**src/byte_lane_dll_map.vh**
```
// Register offsets, field positions, reset values and timing for the byte lane DLL bank.
// Assumes a 32-bit Avalon-MM slave with byte addresses, one word per register.
// Operation
// - DLL bypass bit 31 bypasses lane DLL.
// - Bit 30 resets to one, holds DLL reset.
// - Bit 19 removes slave 90 degree shift.
// - Bit 18 drives analog probe, else tristate.
// - Phase trim gives 90+18*hi-18*lo degrees.
// - Start field 0X auto-starts slave after lock.
// - 10 no autostart, detector off; 11 on.
// - Bits 11:9 trim master feed-forward delay.
// - Bits 8:6 trim master feedback delay.
// - Bits 5:3 trim slave feed-forward delay.
// - Bits 2:0 trim slave feedback delay.
// - Eight four-bit bit delays, reset 0xF.
// - Low pair true strobe, high pair complement.
// - Each pair adds zero to three steps.
// - Strobe register bits 31:30 reserved, mask delay.
`ifndef BYTE_LANE_DLL_MAP_VH
`define BYTE_LANE_DLL_MAP_VH
`define OFS_DLL_CONTROL 12'h1CC
`define OFS_DQ_BIT_DELAYS 12'h1D0
`define OFS_STROBE_TIMING 12'h1D4
`define DLLC_BYPASS 31
`define DLLC_SOFT_RESET 30
`define DLLC_LOOPBACK 19
`define DLLC_PROBE 18
`define DLLC_WMASK 32'hC00FFFFF
`define DLLC_RESET 32'h40000000
`define DQTR_RESET 32'hFFFFFFFF
`define DQSTR_WMASK 32'h3FFFFFFF
`define DQSTR_RESET 32'h3DB55000
`define PHASE_BASE_DEG 8'd90
`define PHASE_STEP_DEG 8'd18
`define START_AUTO_BIT 13
`define START_DET_BIT 12
`endif

```
**src/byte_lane_dll_delay_config.v**
```verilog
// Register bank for one byte lane's DLL controls and per-bit delays.
// Assumes an Avalon-MM master on clk_sys and the analog DLL and delay cells outside.
`include "byte_lane_dll_map.vh"
`timescale 1ns/1ns
`default_nettype none
module byte_lane_dll_delay_config #(
    parameter ADDR_W = 12,
    parameter NBITS = 8
) (
    input wire clk_sys,
    input wire rstn,
    input wire [ADDR_W-1:0] avs_address,
    input wire avs_read,
    input wire avs_write,
    input wire [31:0] avs_writedata,
    input wire [3:0] avs_byteenable,
    output reg [31:0] avs_readdata,
    output reg [1:0] avs_response,
    output reg avs_waitrequest,
    input wire master_locked,
    input wire analog_test_in,
    output reg lane_dll_bypass,
    output reg lane_dll_soft_reset,
    output reg slave_loopback_sel,
    output reg analog_probe_out,
    output reg analog_probe_oe,
    output reg [3:0] slave_phase_trim,
    output reg [7:0] slave_phase_deg,
    output reg slave_start,
    output reg phase_det_enable,
    output reg [2:0] master_ff_trim,
    output reg [2:0] master_fb_trim,
    output reg [2:0] slave_ff_trim,
    output reg [2:0] slave_fb_trim,
    output reg [NBITS*2-1:0] bit_delay_true_steps,
    output reg [NBITS*2-1:0] bit_delay_comp_steps,
    output reg [3:0] mask_delay_field
);

////////////////////////////////////////////////////////////////////////////////

reg [31:0] dllc_q;
reg [31:0] dqtr_q;
reg [31:0] dqstr_q;
reg busy_q;
reg [31:0] rd_d;
reg hit_d;
reg [31:0] bmask;
wire take = (avs_read | avs_write) & ~busy_q;

always @* begin
    bmask = {{8{avs_byteenable[3]}}, {8{avs_byteenable[2]}},
             {8{avs_byteenable[1]}}, {8{avs_byteenable[0]}}};
    hit_d = 1'b1;
    case (avs_address)
        `OFS_DLL_CONTROL: rd_d = dllc_q;
        `OFS_DQ_BIT_DELAYS: rd_d = dqtr_q;
        `OFS_STROBE_TIMING: rd_d = dqstr_q;
        default: begin
            rd_d = 32'h00000000;
            hit_d = 1'b0;
        end
    endcase
end

// One wait cycle per access: accepted when waitrequest is low after the request is seen.
always @(posedge clk_sys) begin
    if (!rstn) begin
        dllc_q <= `DLLC_RESET;
        dqtr_q <= `DQTR_RESET;
        dqstr_q <= `DQSTR_RESET;
        busy_q <= 1'b0;
        avs_waitrequest <= 1'b1;
        avs_readdata <= 32'h00000000;
        avs_response <= 2'b00;
    end else begin
        busy_q <= take;
        avs_waitrequest <= ~take;
        if (take) begin
            avs_readdata <= avs_read ? rd_d : 32'h00000000;
            avs_response <= hit_d ? 2'b00 : 2'b11;
            if (avs_write) begin
                case (avs_address)
                    `OFS_DLL_CONTROL: dllc_q <= (dllc_q & ~(bmask & `DLLC_WMASK)) |
                        (avs_writedata & bmask & `DLLC_WMASK);
                    `OFS_DQ_BIT_DELAYS: dqtr_q <= (dqtr_q & ~bmask) | (avs_writedata & bmask);
                    `OFS_STROBE_TIMING: dqstr_q <= (dqstr_q & ~(bmask & `DQSTR_WMASK)) |
                        (avs_writedata & bmask & `DQSTR_WMASK);
                    default: dllc_q <= dllc_q;
                endcase
            end
        end
    end
end

////////////////////////////////////////////////////////////////////////////////

wire [1:0] ph_hi = dllc_q[17:16];
wire [1:0] ph_lo = dllc_q[15:14];
wire [7:0] phase_d = `PHASE_BASE_DEG + `PHASE_STEP_DEG * {6'd0, ph_hi}
                   - `PHASE_STEP_DEG * {6'd0, ph_lo};
wire [NBITS*2-1:0] true_d;
wire [NBITS*2-1:0] comp_d;

// Per-bit delay fields split into true- and complement-strobe step counts.
genvar gi;
generate
    for (gi = 0; gi < NBITS; gi = gi + 1) begin : g_bits
        assign true_d[gi*2+1:gi*2] = dqtr_q[gi*4+1:gi*4];
        assign comp_d[gi*2+1:gi*2] = dqtr_q[gi*4+3:gi*4+2];
    end
endgenerate

always @(posedge clk_sys) begin
    if (!rstn) begin
        lane_dll_bypass <= 1'b0;
        lane_dll_soft_reset <= 1'b1;
        slave_loopback_sel <= 1'b0;
        analog_probe_out <= 1'b0;
        analog_probe_oe <= 1'b0;
        slave_phase_trim <= 4'h0;
        slave_phase_deg <= `PHASE_BASE_DEG;
        slave_start <= 1'b0;
        phase_det_enable <= 1'b1;
        master_ff_trim <= 3'h0;
        master_fb_trim <= 3'h0;
        slave_ff_trim <= 3'h0;
        slave_fb_trim <= 3'h0;
        bit_delay_true_steps <= {NBITS*2{1'b1}};
        bit_delay_comp_steps <= {NBITS*2{1'b1}};
        mask_delay_field <= 4'hF;
    end else begin
        lane_dll_bypass <= dllc_q[`DLLC_BYPASS];
        lane_dll_soft_reset <= dllc_q[`DLLC_SOFT_RESET];
        slave_loopback_sel <= dllc_q[`DLLC_LOOPBACK];
        analog_probe_out <= dllc_q[`DLLC_PROBE] & analog_test_in;
        analog_probe_oe <= dllc_q[`DLLC_PROBE];
        slave_phase_trim <= dllc_q[17:14];
        slave_phase_deg <= phase_d;
        // Auto start follows lock only in mode 0X; manual modes keep the slave idle.
        slave_start <= ~dllc_q[`START_AUTO_BIT] & master_locked;
        phase_det_enable <= ~dllc_q[`START_AUTO_BIT] | dllc_q[`START_DET_BIT];
        master_ff_trim <= dllc_q[11:9];
        master_fb_trim <= dllc_q[8:6];
        slave_ff_trim <= dllc_q[5:3];
        slave_fb_trim <= dllc_q[2:0];
        bit_delay_true_steps <= true_d;
        bit_delay_comp_steps <= comp_d;
        mask_delay_field <= dqstr_q[29:26];
    end
end

endmodule
`default_nettype wire

```
**config.mk**
```make
export PLATFORM = sky130hd
export DESIGN_NAME = byte_lane_dll_delay_config
export DESIGN_NICKNAME = d
export VERILOG_FILES = /design/src/byte_lane_dll_delay_config.v
export VERILOG_INCLUDE_DIRS = /design/src
export SDC_FILE = /design/constraint.sdc
export NUM_CORES = 1
export LEC_CHECK = 0
export ABC_AREA = 1
export BUFFER_PORTS_ARGS = -buffer_cell sky130_fd_sc_hd__buf_4
export CORE_UTILIZATION = 55
export CTS_CLUSTER_SIZE = 10
export DETAILED_ROUTE_END_ITERATION = 7
export MAX_ROUTING_LAYER = met4
export PLACE_DENSITY = 0.79
export SYNTH_ARGS = -nofsm -noshare
export SYNTH_HDL_FRONTEND = slang
export SYNTH_SLANG_ARGS = --single-unit
```
**constraint.sdc**
```tcl
create_clock -name clk_sys -period 5.4 [get_ports clk_sys]
set_clock_uncertainty 0.2 [all_clocks]
set_input_delay 1.08 -clock clk_sys [delete_from_list [all_inputs] [get_ports clk_sys]]
set_output_delay 1.08 -clock clk_sys [all_outputs]
set_load 0.02 [all_outputs]
```
[Word level (Yosys, flattened, before mapping)]
Index checks and enable logic that the tools add are counted.
Operators by class
  $add $sub $neg: 2
  multipliers: 2
  divide/modulo/power cells: 0
  order comparisons: 0
  equality and inequality tests: 3
  shifts and indexed selects: 0
  multiplexer cells: 4
  bitwise gates (word level): 18
  reductions and logical operators: 4
Operators by type and width (count)
  $and A32 B32 Y32: 4
  $pmux W32 S3: 1
  $not A32 Y32: 2
  $or A32 B32 Y32: 2
  $eq A12 B9 Y1 const B: 3
  $mux W32: 1
  $not A30 Y32: 1
  $or A32 B30 Y32: 1
  $mul A4 B2 Y6 const A: 2
  $reduce_and A3 Y1: 3
  $add A7 B7 Y8 const A: 1
  $sub A8 B7 Y8: 1
  $and A1 B1 Y1: 3
  $not A1 Y1: 3
  $reduce_or A3 Y1: 1
  $mux W2: 1
  $or A1 B1 Y1: 2
  $mux W1: 1
Storage, ports and cells
  register bits: 199
  bits in latches: 0
  bits in writable memories: 0
  ROM bits: 0
  input bits: 54
  output and inout bits: 102
  logic and storage cells: 56
  memories kept: 0

[Logic depth before layout (Yosys ltp)]
Gate-level depths: netlist of the first run.
  depth in word-level cells: 4
  gate-level depth with buffers: 10
  mapped depth without buffers: 9

[Worst setup path after synthesis of the first run]
No wires, ideal clock.
  kind: input to register
  start point: input avs_address[5]
  end point: register (tool-made name)
  library setup time: 130 ps
  arrival time: 2031 ps
  required time: 5070 ps
  slack: 3039 ps
  cell stages on the path: 8
  buffers on the path: 0
  cells stage by stage: inv_2 nand2_1 nor2_1 nand3_1 nor2_1 nand2_1 nand2_1 nand3_1
RTL lines
  from (decl): line byte_lane_dll_delay_config.v:12  | input wire [ADDR_W-1:0] avs_address,

[Final worst setup path of the first run]
  start point: input avs_address[1]
  end point: register avs_readdata[12]
On the way
  word-level cells in the longest chain between the ends: 3
  elaborated cells on any way between the ends: 5
  classes of those cells: eq/ne: 3; mux: 2
Ends and longest elaborated chain
  $eq A12 B9 Y1: line byte_lane_dll_delay_config.v:55  | case (avs_address)
  $pmux W32 S3 *: line byte_lane_dll_delay_config.v:55
  $mux W32 *: line byte_lane_dll_delay_config.v:80  | avs_readdata <= avs_read ? rd_d : 32'h00000000;
  to (signal assigned): line byte_lane_dll_delay_config.v:80
  to (decl): line byte_lane_dll_delay_config.v:17  | output reg [31:0] avs_readdata,
Mark *: on every way between the ends. The rest lies on a longest branch, timed or not.
A chain may end at the register's enable or synchronous reset.

==> out/qor_table.md, run 1 <==
| Item | Reported |
| --- | --- |
| Finished Layout Cells | 1,262 |
| Post-route total power | 2.785 mW |
| Sequential cell area fraction in the yosys report | 51.80% |
| Hold-fix buffers, CTS | 0 |
| Library cell occupying the most area in the post-synthesis netlist | dfxtp_1 |
| Proportion of netlist area held by the largest area contributor | 51.80% |
| Cell Count Post-Placement | 1,230 |
| Library cell used as clock root buffer | clkbuf_16 |
| FF+latch count, synth | 185 |
| Filler Cell Count | 1,040 |
| Number of nets produced by synthesis | 1,012 |
| Kind of cell with the highest combined delay on the critical path | buffers and inverters |
| First drt pass iteration count | 5 |
| Fraction of layout instances using a drive strength above 1 | 22.39% |
| Wire length per cell | 14.62 µm |
| Final critical-path share of the clock period | 57.13% |
| Total detailed-routing wirelength | 18,450 µm |
| Final antenna diode count | 0 |
| Count of input and output buffers | 154 |
| Setup-violating endpoint count in the final report | 0 |
| Signal arrival time at the worst endpoint | 3.26 ns |
| DP HPWL | 12,080 µm |
| RSZ-0062 raised after global routing | false |
| Netlist Area Pre-Place | 7149 µm² |
| First-pass GRT wire length | 29,370 µm |
| Total congestion overflow | 0 |
| Most frequent cells in the layout | 273 x nand2_1, 192 x nand3_1, 185 x dfxtp_1, 161 x buf_4, 92 x nor2_1 |
| Y dimension of the die | 116.0 µm |
| Top area cells in the synthesized netlist | dfxtp_1 52%, nand2_1 14%, nand3_1 13% |
| Worst-case clock buffer depth | 2 |
| I/O pins | 156 |
| Warning count from the yosys run | 0 |
| Chip width | 116.0 µm |
| Die area | 13,460 µm² |
| Time the final worst path needs with I/O delays and setup | 3.085 ns |
| Post-synthesis instance total | 953 |
| Worst slew pin tran | 1.172 ns |
| CTS tree | built |
| Leakage dissipation | 4.541 nW |
| Num Clock Sinks | 185 |
| DRC violations left | 0 |
| Via density per instance | 5.137 |
| Nets | 1,136 |
| Number of levels the H-tree was split into | 4 |
| Antenna violations before repair | 0 |
| GPL Wtd Cong | 0.8564 |
| Pwr Density | 311.4 nW/µm² |
| Hold Fails Final Rpt | 0 |
| Post CTS Setup Buffer Count | 0 |
| Inserted Clock Buffers | 17 |
| Leading cell type in the layout, fill and taps excluded | nand2_1 |
| Combined global-route utilization of all metal layers | 29.52% |
| Critical path endpoint category | flip-flop |
| MaxCap Viol Count | 0 |
| Worst-skew pair later-pin latency | 0.43 ns |
| Unique masters post-synth | 28 |
| Pin count of the biggest net entering global routing | 116 |
| CP max FO | 88 |
| Via count of the first global-routing pass | 5,759 |
| Required time worst endpoint | 5.57 ns |
| Final Max Tran Viols | 0 |
| F_max | 324.1 MHz |
| Antenna viol nets, final | 0 |
| Setup tns final | 0 ns |
| Placeable core area | 12,670 µm² |
| Tightest slew margin relative to the limit | 21.83% |
| Number of buffer and inverter instances along the worst setup path | 3 |
| Slowest cell on the critical path | buf_4 |
| Starting density of the core | 56.42% |
| Critical Path Start Type | input port |
| Total number of placement rows | 41 |
| # resized after CTS | 0 |
| Area overhead of the layout relative to synthesis | 25.08% |
| Result of the run | finished clean |
| Maximum VDD drop | 0.1717 mV |
| DRT iter0 DRCs | 835 |
| Mean Syn Cell Area | 7.502 µm² |
| Routed vias | 6,483 |
| Class of the most critical hold timing path | flip-flop to flip-flop |
| Crit Path Class | input port to flip-flop |
| Ordered list of cells on the worst path | buf_4, nor2_1, nand2_1, nor2_4, buf_4, nand2_2, a21oi_2, buf_4, nand2_1, nand2_1 |
| Delay of the slowest critical-path stage | 0.66 ns |
| Clock-pin slew reported for the worst setup and hold paths after clock tree synthesis | 0.07 ns |
logic make-up (layout without fill, tap and decap cells):
group                    after synthesis  after routing  share of synthesized area, %
AND/OR/NAND/NOR                      606            606                         37.77
flip-flops                           185            185                         51.80
buffers and inverters                140            277                         8.120
AO/OA/AOI/OAI                         16             16                         1.277
adder cells (fa/ha/maj)                5              5                        0.9801
other                                  1              1                       0.05245
tightest hold or removal path, stage by stage, from the launching register on:
cell and delay, ns:
dfxtp_1 0.32, inv_1 0.06, nand2_1 0.05
layer usage:
layer	part of all wire, %	global-route usage [%]	up-vias	wire length, µm
met2	43	41.98	311	7974
met5	0	-	-	0
met4	1.9	10.34	0	351
met1	46	41.40	2904	8564
met3	8.5	6.067	30	1563
li1	-	-	3238	-
synthesized netlist by cell type:
library cell and count:
o21ai_0 9, a31oi_1 1, nor2_8 1, nor2_1 94, inv_2 4, nand2_1 273, nand4_1 2, fa_1 1
buf_1 1, ha_1 4, buf_4 6, o21bai_2 1, dfxtp_1 185, o21ai_1 1, nor2_2 1, clkbuf_1 28
inv_1 80, a21oi_1 3, or2_2 32, buf_6 1, nand4_2 6, nand3b_1 1, a21oi_2 1, nor2_4 3
nand2_2 1, nand3_1 192, conb_1 1, buf_2 20
final cells by class:
type | count | area (µm²) | share of cell area [%]
flip-flops and latches | 185 | 3704 | 41.42
clock buffers | 20 | 456.7 | 5.107
multi-input cells | 628 | 2870 | 32.10
inverters | 84 | 315.3 | 3.526
clock inverters | 12 | 172.7 | 1.931
well taps | 172 | 215.2 | 2.407
repair buffers | 161 | 1209 | 13.52
worst paths after layout:
kind / from / to / slack [ns] / cells after the start
min reg2reg: flip-flop / mask_delay_field[3] / 0.25 / 2
max: avs_address[1] / avs_readdata[12] / 2.31 / 10
min: flip-flop / mask_delay_field[3] / 0.25 / 2
max reg2reg: busy_q / flip-flop / 3.10 / 6
report_power, final:
group / internal, mW / leakage (nW) / switching [mW] / total (mW)
registers: 1.37 / 1.49 / 0.00106 / 1.37
logic: 0.0353 / 2.75 / 0.0684 / 0.104
clock network: 0.796 / 0.294 / 0.517 / 1.31
stage by stage:
step,hold slack (ns),util [%],instance area [µm²],worst slack (ns)
global route,0.2697,70.57,8942,2.121
CTS,0.2509,70.57,8942,2.379
detailed placement,0.2341,65.61,8313,1.993
floorplan,0.2073,-,7149,3.039
finish,0.2484,70.57,8942,2.315
global placement,0.2300,65.61,8313,2.066
(Power assumes the default switching activity.)
==> run 2, diff against run 1 <==
Settings changed: CORE_UTILIZATION 55 to 54, PLACE_DENSITY 0.79 to 0.77.
Clock period 5.4 ns to 3.1 ns, I/O delays scaled along.
==> run 2 against run 1 <==
- flip-flop and latch count is the same
- largest power group unchanged
- sequential power grew 74%
- clock power grew 63%
==> out/qor_table.md, run 2 (synthesized netlist as in run 1, its figures left out) <==
| Item | Reported | Delta |
| --- | --- | --- |
| Cell Count Post-Placement | 1,242 | +0.98% |
| Total number of placement rows | 41 | unchanged |
| Leading cell type in the layout, fill and taps excluded | nand2_1 |  |
| Signal arrival time at the worst endpoint | 2.26 ns | -1.00 ns |
| Nets | 1,148 | +1.1% |
| Number of instances on the worst hold path | 3 | +1 |
| Setup slack at placement | 0.5322 ns | -1.461 ns |
| Total congestion overflow | 0 | unchanged |
| Number of cells on the worst reg-to-reg path | 9 | +3 |
| Critical Path Start Type | input port |  |
| Critical path endpoint category | flip-flop |  |
| Relative contribution of sequential cells to total power | 50.7% | +1.6 points |
| # resized after CTS | 0 | unchanged |
| Inserted Clock Buffers | 17 | unchanged |
| Internal power | 3.661 mW | +67% |
| Non-Filler Cell Area, Final | 8991 µm² | +0.55% |
| Setup tns final | 0 ns | unchanged |
| Part of the total power dissipated in the clock network | 45.4% | -1.8 points |
| CTS tree | built |  |
| Routed vias | 6,416 | -1.0% |
| Post-placement cell area | 8403 µm² | +1.1% |
| Delay of the slowest critical-path stage | 0.41 ns | -0.25 ns |
| GPL Wtd Cong | 0.8859 | +3.4% |
| Placeable core area | 12,770 µm² | +0.81% |
| Combined global-route utilization of all metal layers | 28.26% | -1.3 points |
| Leakage dissipation | 4.591 nW | +1.1% |
| Ordered list of cells on the worst path | buf_4, nor2_1, nand2_1, nor2_4, buf_4, nand4_1, nand2_1, nand3_1 |  |
| Tightest slew margin relative to the limit | 56.64% | +35 points |
| First-pass GRT wire length | 28,700 µm | -2.3% |
| Slowest cell on the critical path | nand4_1 |  |
| Levels on crit path | 8 | -2 |
| Num Clock Sinks | 185 | unchanged |
| First drt pass iteration count | 5 | unchanged |
| Kind of cell with the highest combined delay on the critical path | simple AND/OR/NAND/NOR gates |  |
| Via density per instance | 5.036 | -2.0% |
| Antenna viol nets, final | 0 | unchanged |
| Total detailed-routing wirelength | 17,840 µm | -3.3% |
| DRC violations left | 0 | unchanged |
| Pin count of the biggest net entering global routing | 67 | -42% |
| Crit Path Class | input port to flip-flop |  |
| Result of the run | finished clean |  |
| Final critical-path share of the clock period | 70.04% |  |
| Antenna violations before repair | 0 | unchanged |
| Y dimension of the die | 117.1 µm | +0.91% |
| F_max | 460.6 MHz |  |
| Clock-pin slew reported for the worst setup and hold paths after clock tree synthesis | 0.07 ns | about the same |
| Final antenna diode count | 0 | unchanged |
| Library cell used as clock root buffer | clkbuf_16 |  |
| Util after Layout | 70.39% | -0.18 points |
| Maximum VDD drop | 0.5185 mV | +200% |
| DP HPWL | 12,710 µm | +5.2% |
| Class of the most critical hold timing path | input port to flip-flop |  |
| Starting density of the core | 55.97% | -0.45 points |
| Worst-skew pair later-pin latency | 0.42 ns | about the same |
| Via count of the first global-routing pass | 5,552 | -3.6% |
| Sw Pwr | 1.034 mW | +76% |
| Number of levels the H-tree was split into | 4 | unchanged |
| DRT iter0 DRCs | 722 | -14% |
| Pwr Density | 522.2 nW/µm² | +68% |
| Net Sw Frac | 22.02% | +0.96 points |
| Finished Layout Cells | 1,274 | +0.95% |
| MaxCap Viol Count | 0 | unchanged |
| Chip width | 117.1 µm | +0.91% |
| CP max FO | 19 | -78% |
| Fraction of layout instances using a drive strength above 1 | 23.23% | +0.85 points |
| Hold Fails Final Rpt | 0 | unchanged |
| Most frequent cells in the layout | 273 x nand2_1, 192 x nand3_1, 185 x dfxtp_1, 173 x buf_4, 92 x nor2_1 |  |
| I/O pins | 156 | unchanged |
| Required time worst endpoint | 3.19 ns | -2.38 ns |
| Final Max Tran Viols | 0 | unchanged |
| Setup-violating endpoint count in the final report | 0 | unchanged |
| Time the final worst path needs with I/O delays and setup | 2.171 ns |  |
| RSZ-0062 raised after global routing | false |  |
| Worst slew pin tran | 0.6505 ns | -0.5220 ns |
| Combinational Power Share | 3.9% | +0.2 points |
| Hold-fix buffers, CTS | 0 | unchanged |
| Die area | 13,700 µm² | +1.8% |
| Area overhead of the layout relative to synthesis | 25.76% |  |
| Worst path setup slack after routing | 0.9287 ns | -1.386 ns |
| Number of buffer and inverter instances along the worst setup path | 2 | -1 |
| Post CTS Setup Buffer Count | 0 | unchanged |
| R2r setup slk | 1.01 ns | -2.09 ns |
| Wire length per cell | 14.00 µm | -4.2% |
| Count of input and output buffers | 154 | unchanged |
| Worst-case clock buffer depth | 2 | unchanged |
| Filler Cell Count | 1,032 | -0.77% |
run 2: final cells by class:
| type | count | area [µm²] | area share (%) |
|---|---|---|---|
| Clock buffer | 19 | 442.9 | 4.926 |
| Clock inverter | 13 | 145.1 | 1.614 |
| Inverter | 84 | 315.3 | 3.507 |
| Multi-Input combinational cell | 628 | 2870 | 31.92 |
| Sequential cell | 185 | 3704 | 41.19 |
| Tap cell | 172 | 215.2 | 2.394 |
| Timing Repair Buffer | 173 | 1299 | 14.44 |
run 2: worst register-to-register path, stage by stage (launching register included):
cell and delay, ns:
dfxtp_1 0.37, inv_1 0.07, ha_1 0.33, inv_1 0.13, fa_1 0.48, nand2_1 0.08
inv_1 0.05, nor2_1 0.11, o21ai_0 0.09, a21oi_1 0.13
run 2: worst paths after layout:
| kind | startpoint | to |
|---|---|---|
| worst max-delay path | avs_address[1] | flip-flop |
| worst min-delay path | analog_test_in | analog_probe_out |
| worst max register to register | flip-flop | slave_phase_deg[5] |
| worst min register to register | flip-flop | mask_delay_field[1] |
run 2: power by group through the flow:
stage / clock (mW) / combinational, mW / sequential (mW)
floorplan: 0 / 0.0799 / 2.44
global placement: 0 / 0.180 / 2.44
detailed placement: 0 / 0.180 / 2.44
CTS: 2.15 / 0.181 / 2.38
global route: 2.26 / 0.195 / 2.38
finish: 2.13 / 0.183 / 2.38
run 2: stage by stage:
step	power, mW	hold WS [ns]
finish	4.696	0.2082
global route	4.838	0.2202
CTS	4.714	0.1995
detailed placement	2.616	0.2283
global placement	2.615	0.2306
floorplan	2.519	0.2073
run 2: per-layer routing:
metal  global-route usage, %  routed length [µm]  up-vias
met4                   8.017                 230        0
met3                   5.561                1458       20
li1                        -                   -     3254
met5                       -                   0        -
met1                   41.70                8789     2849
met2                   38.86                7363      293
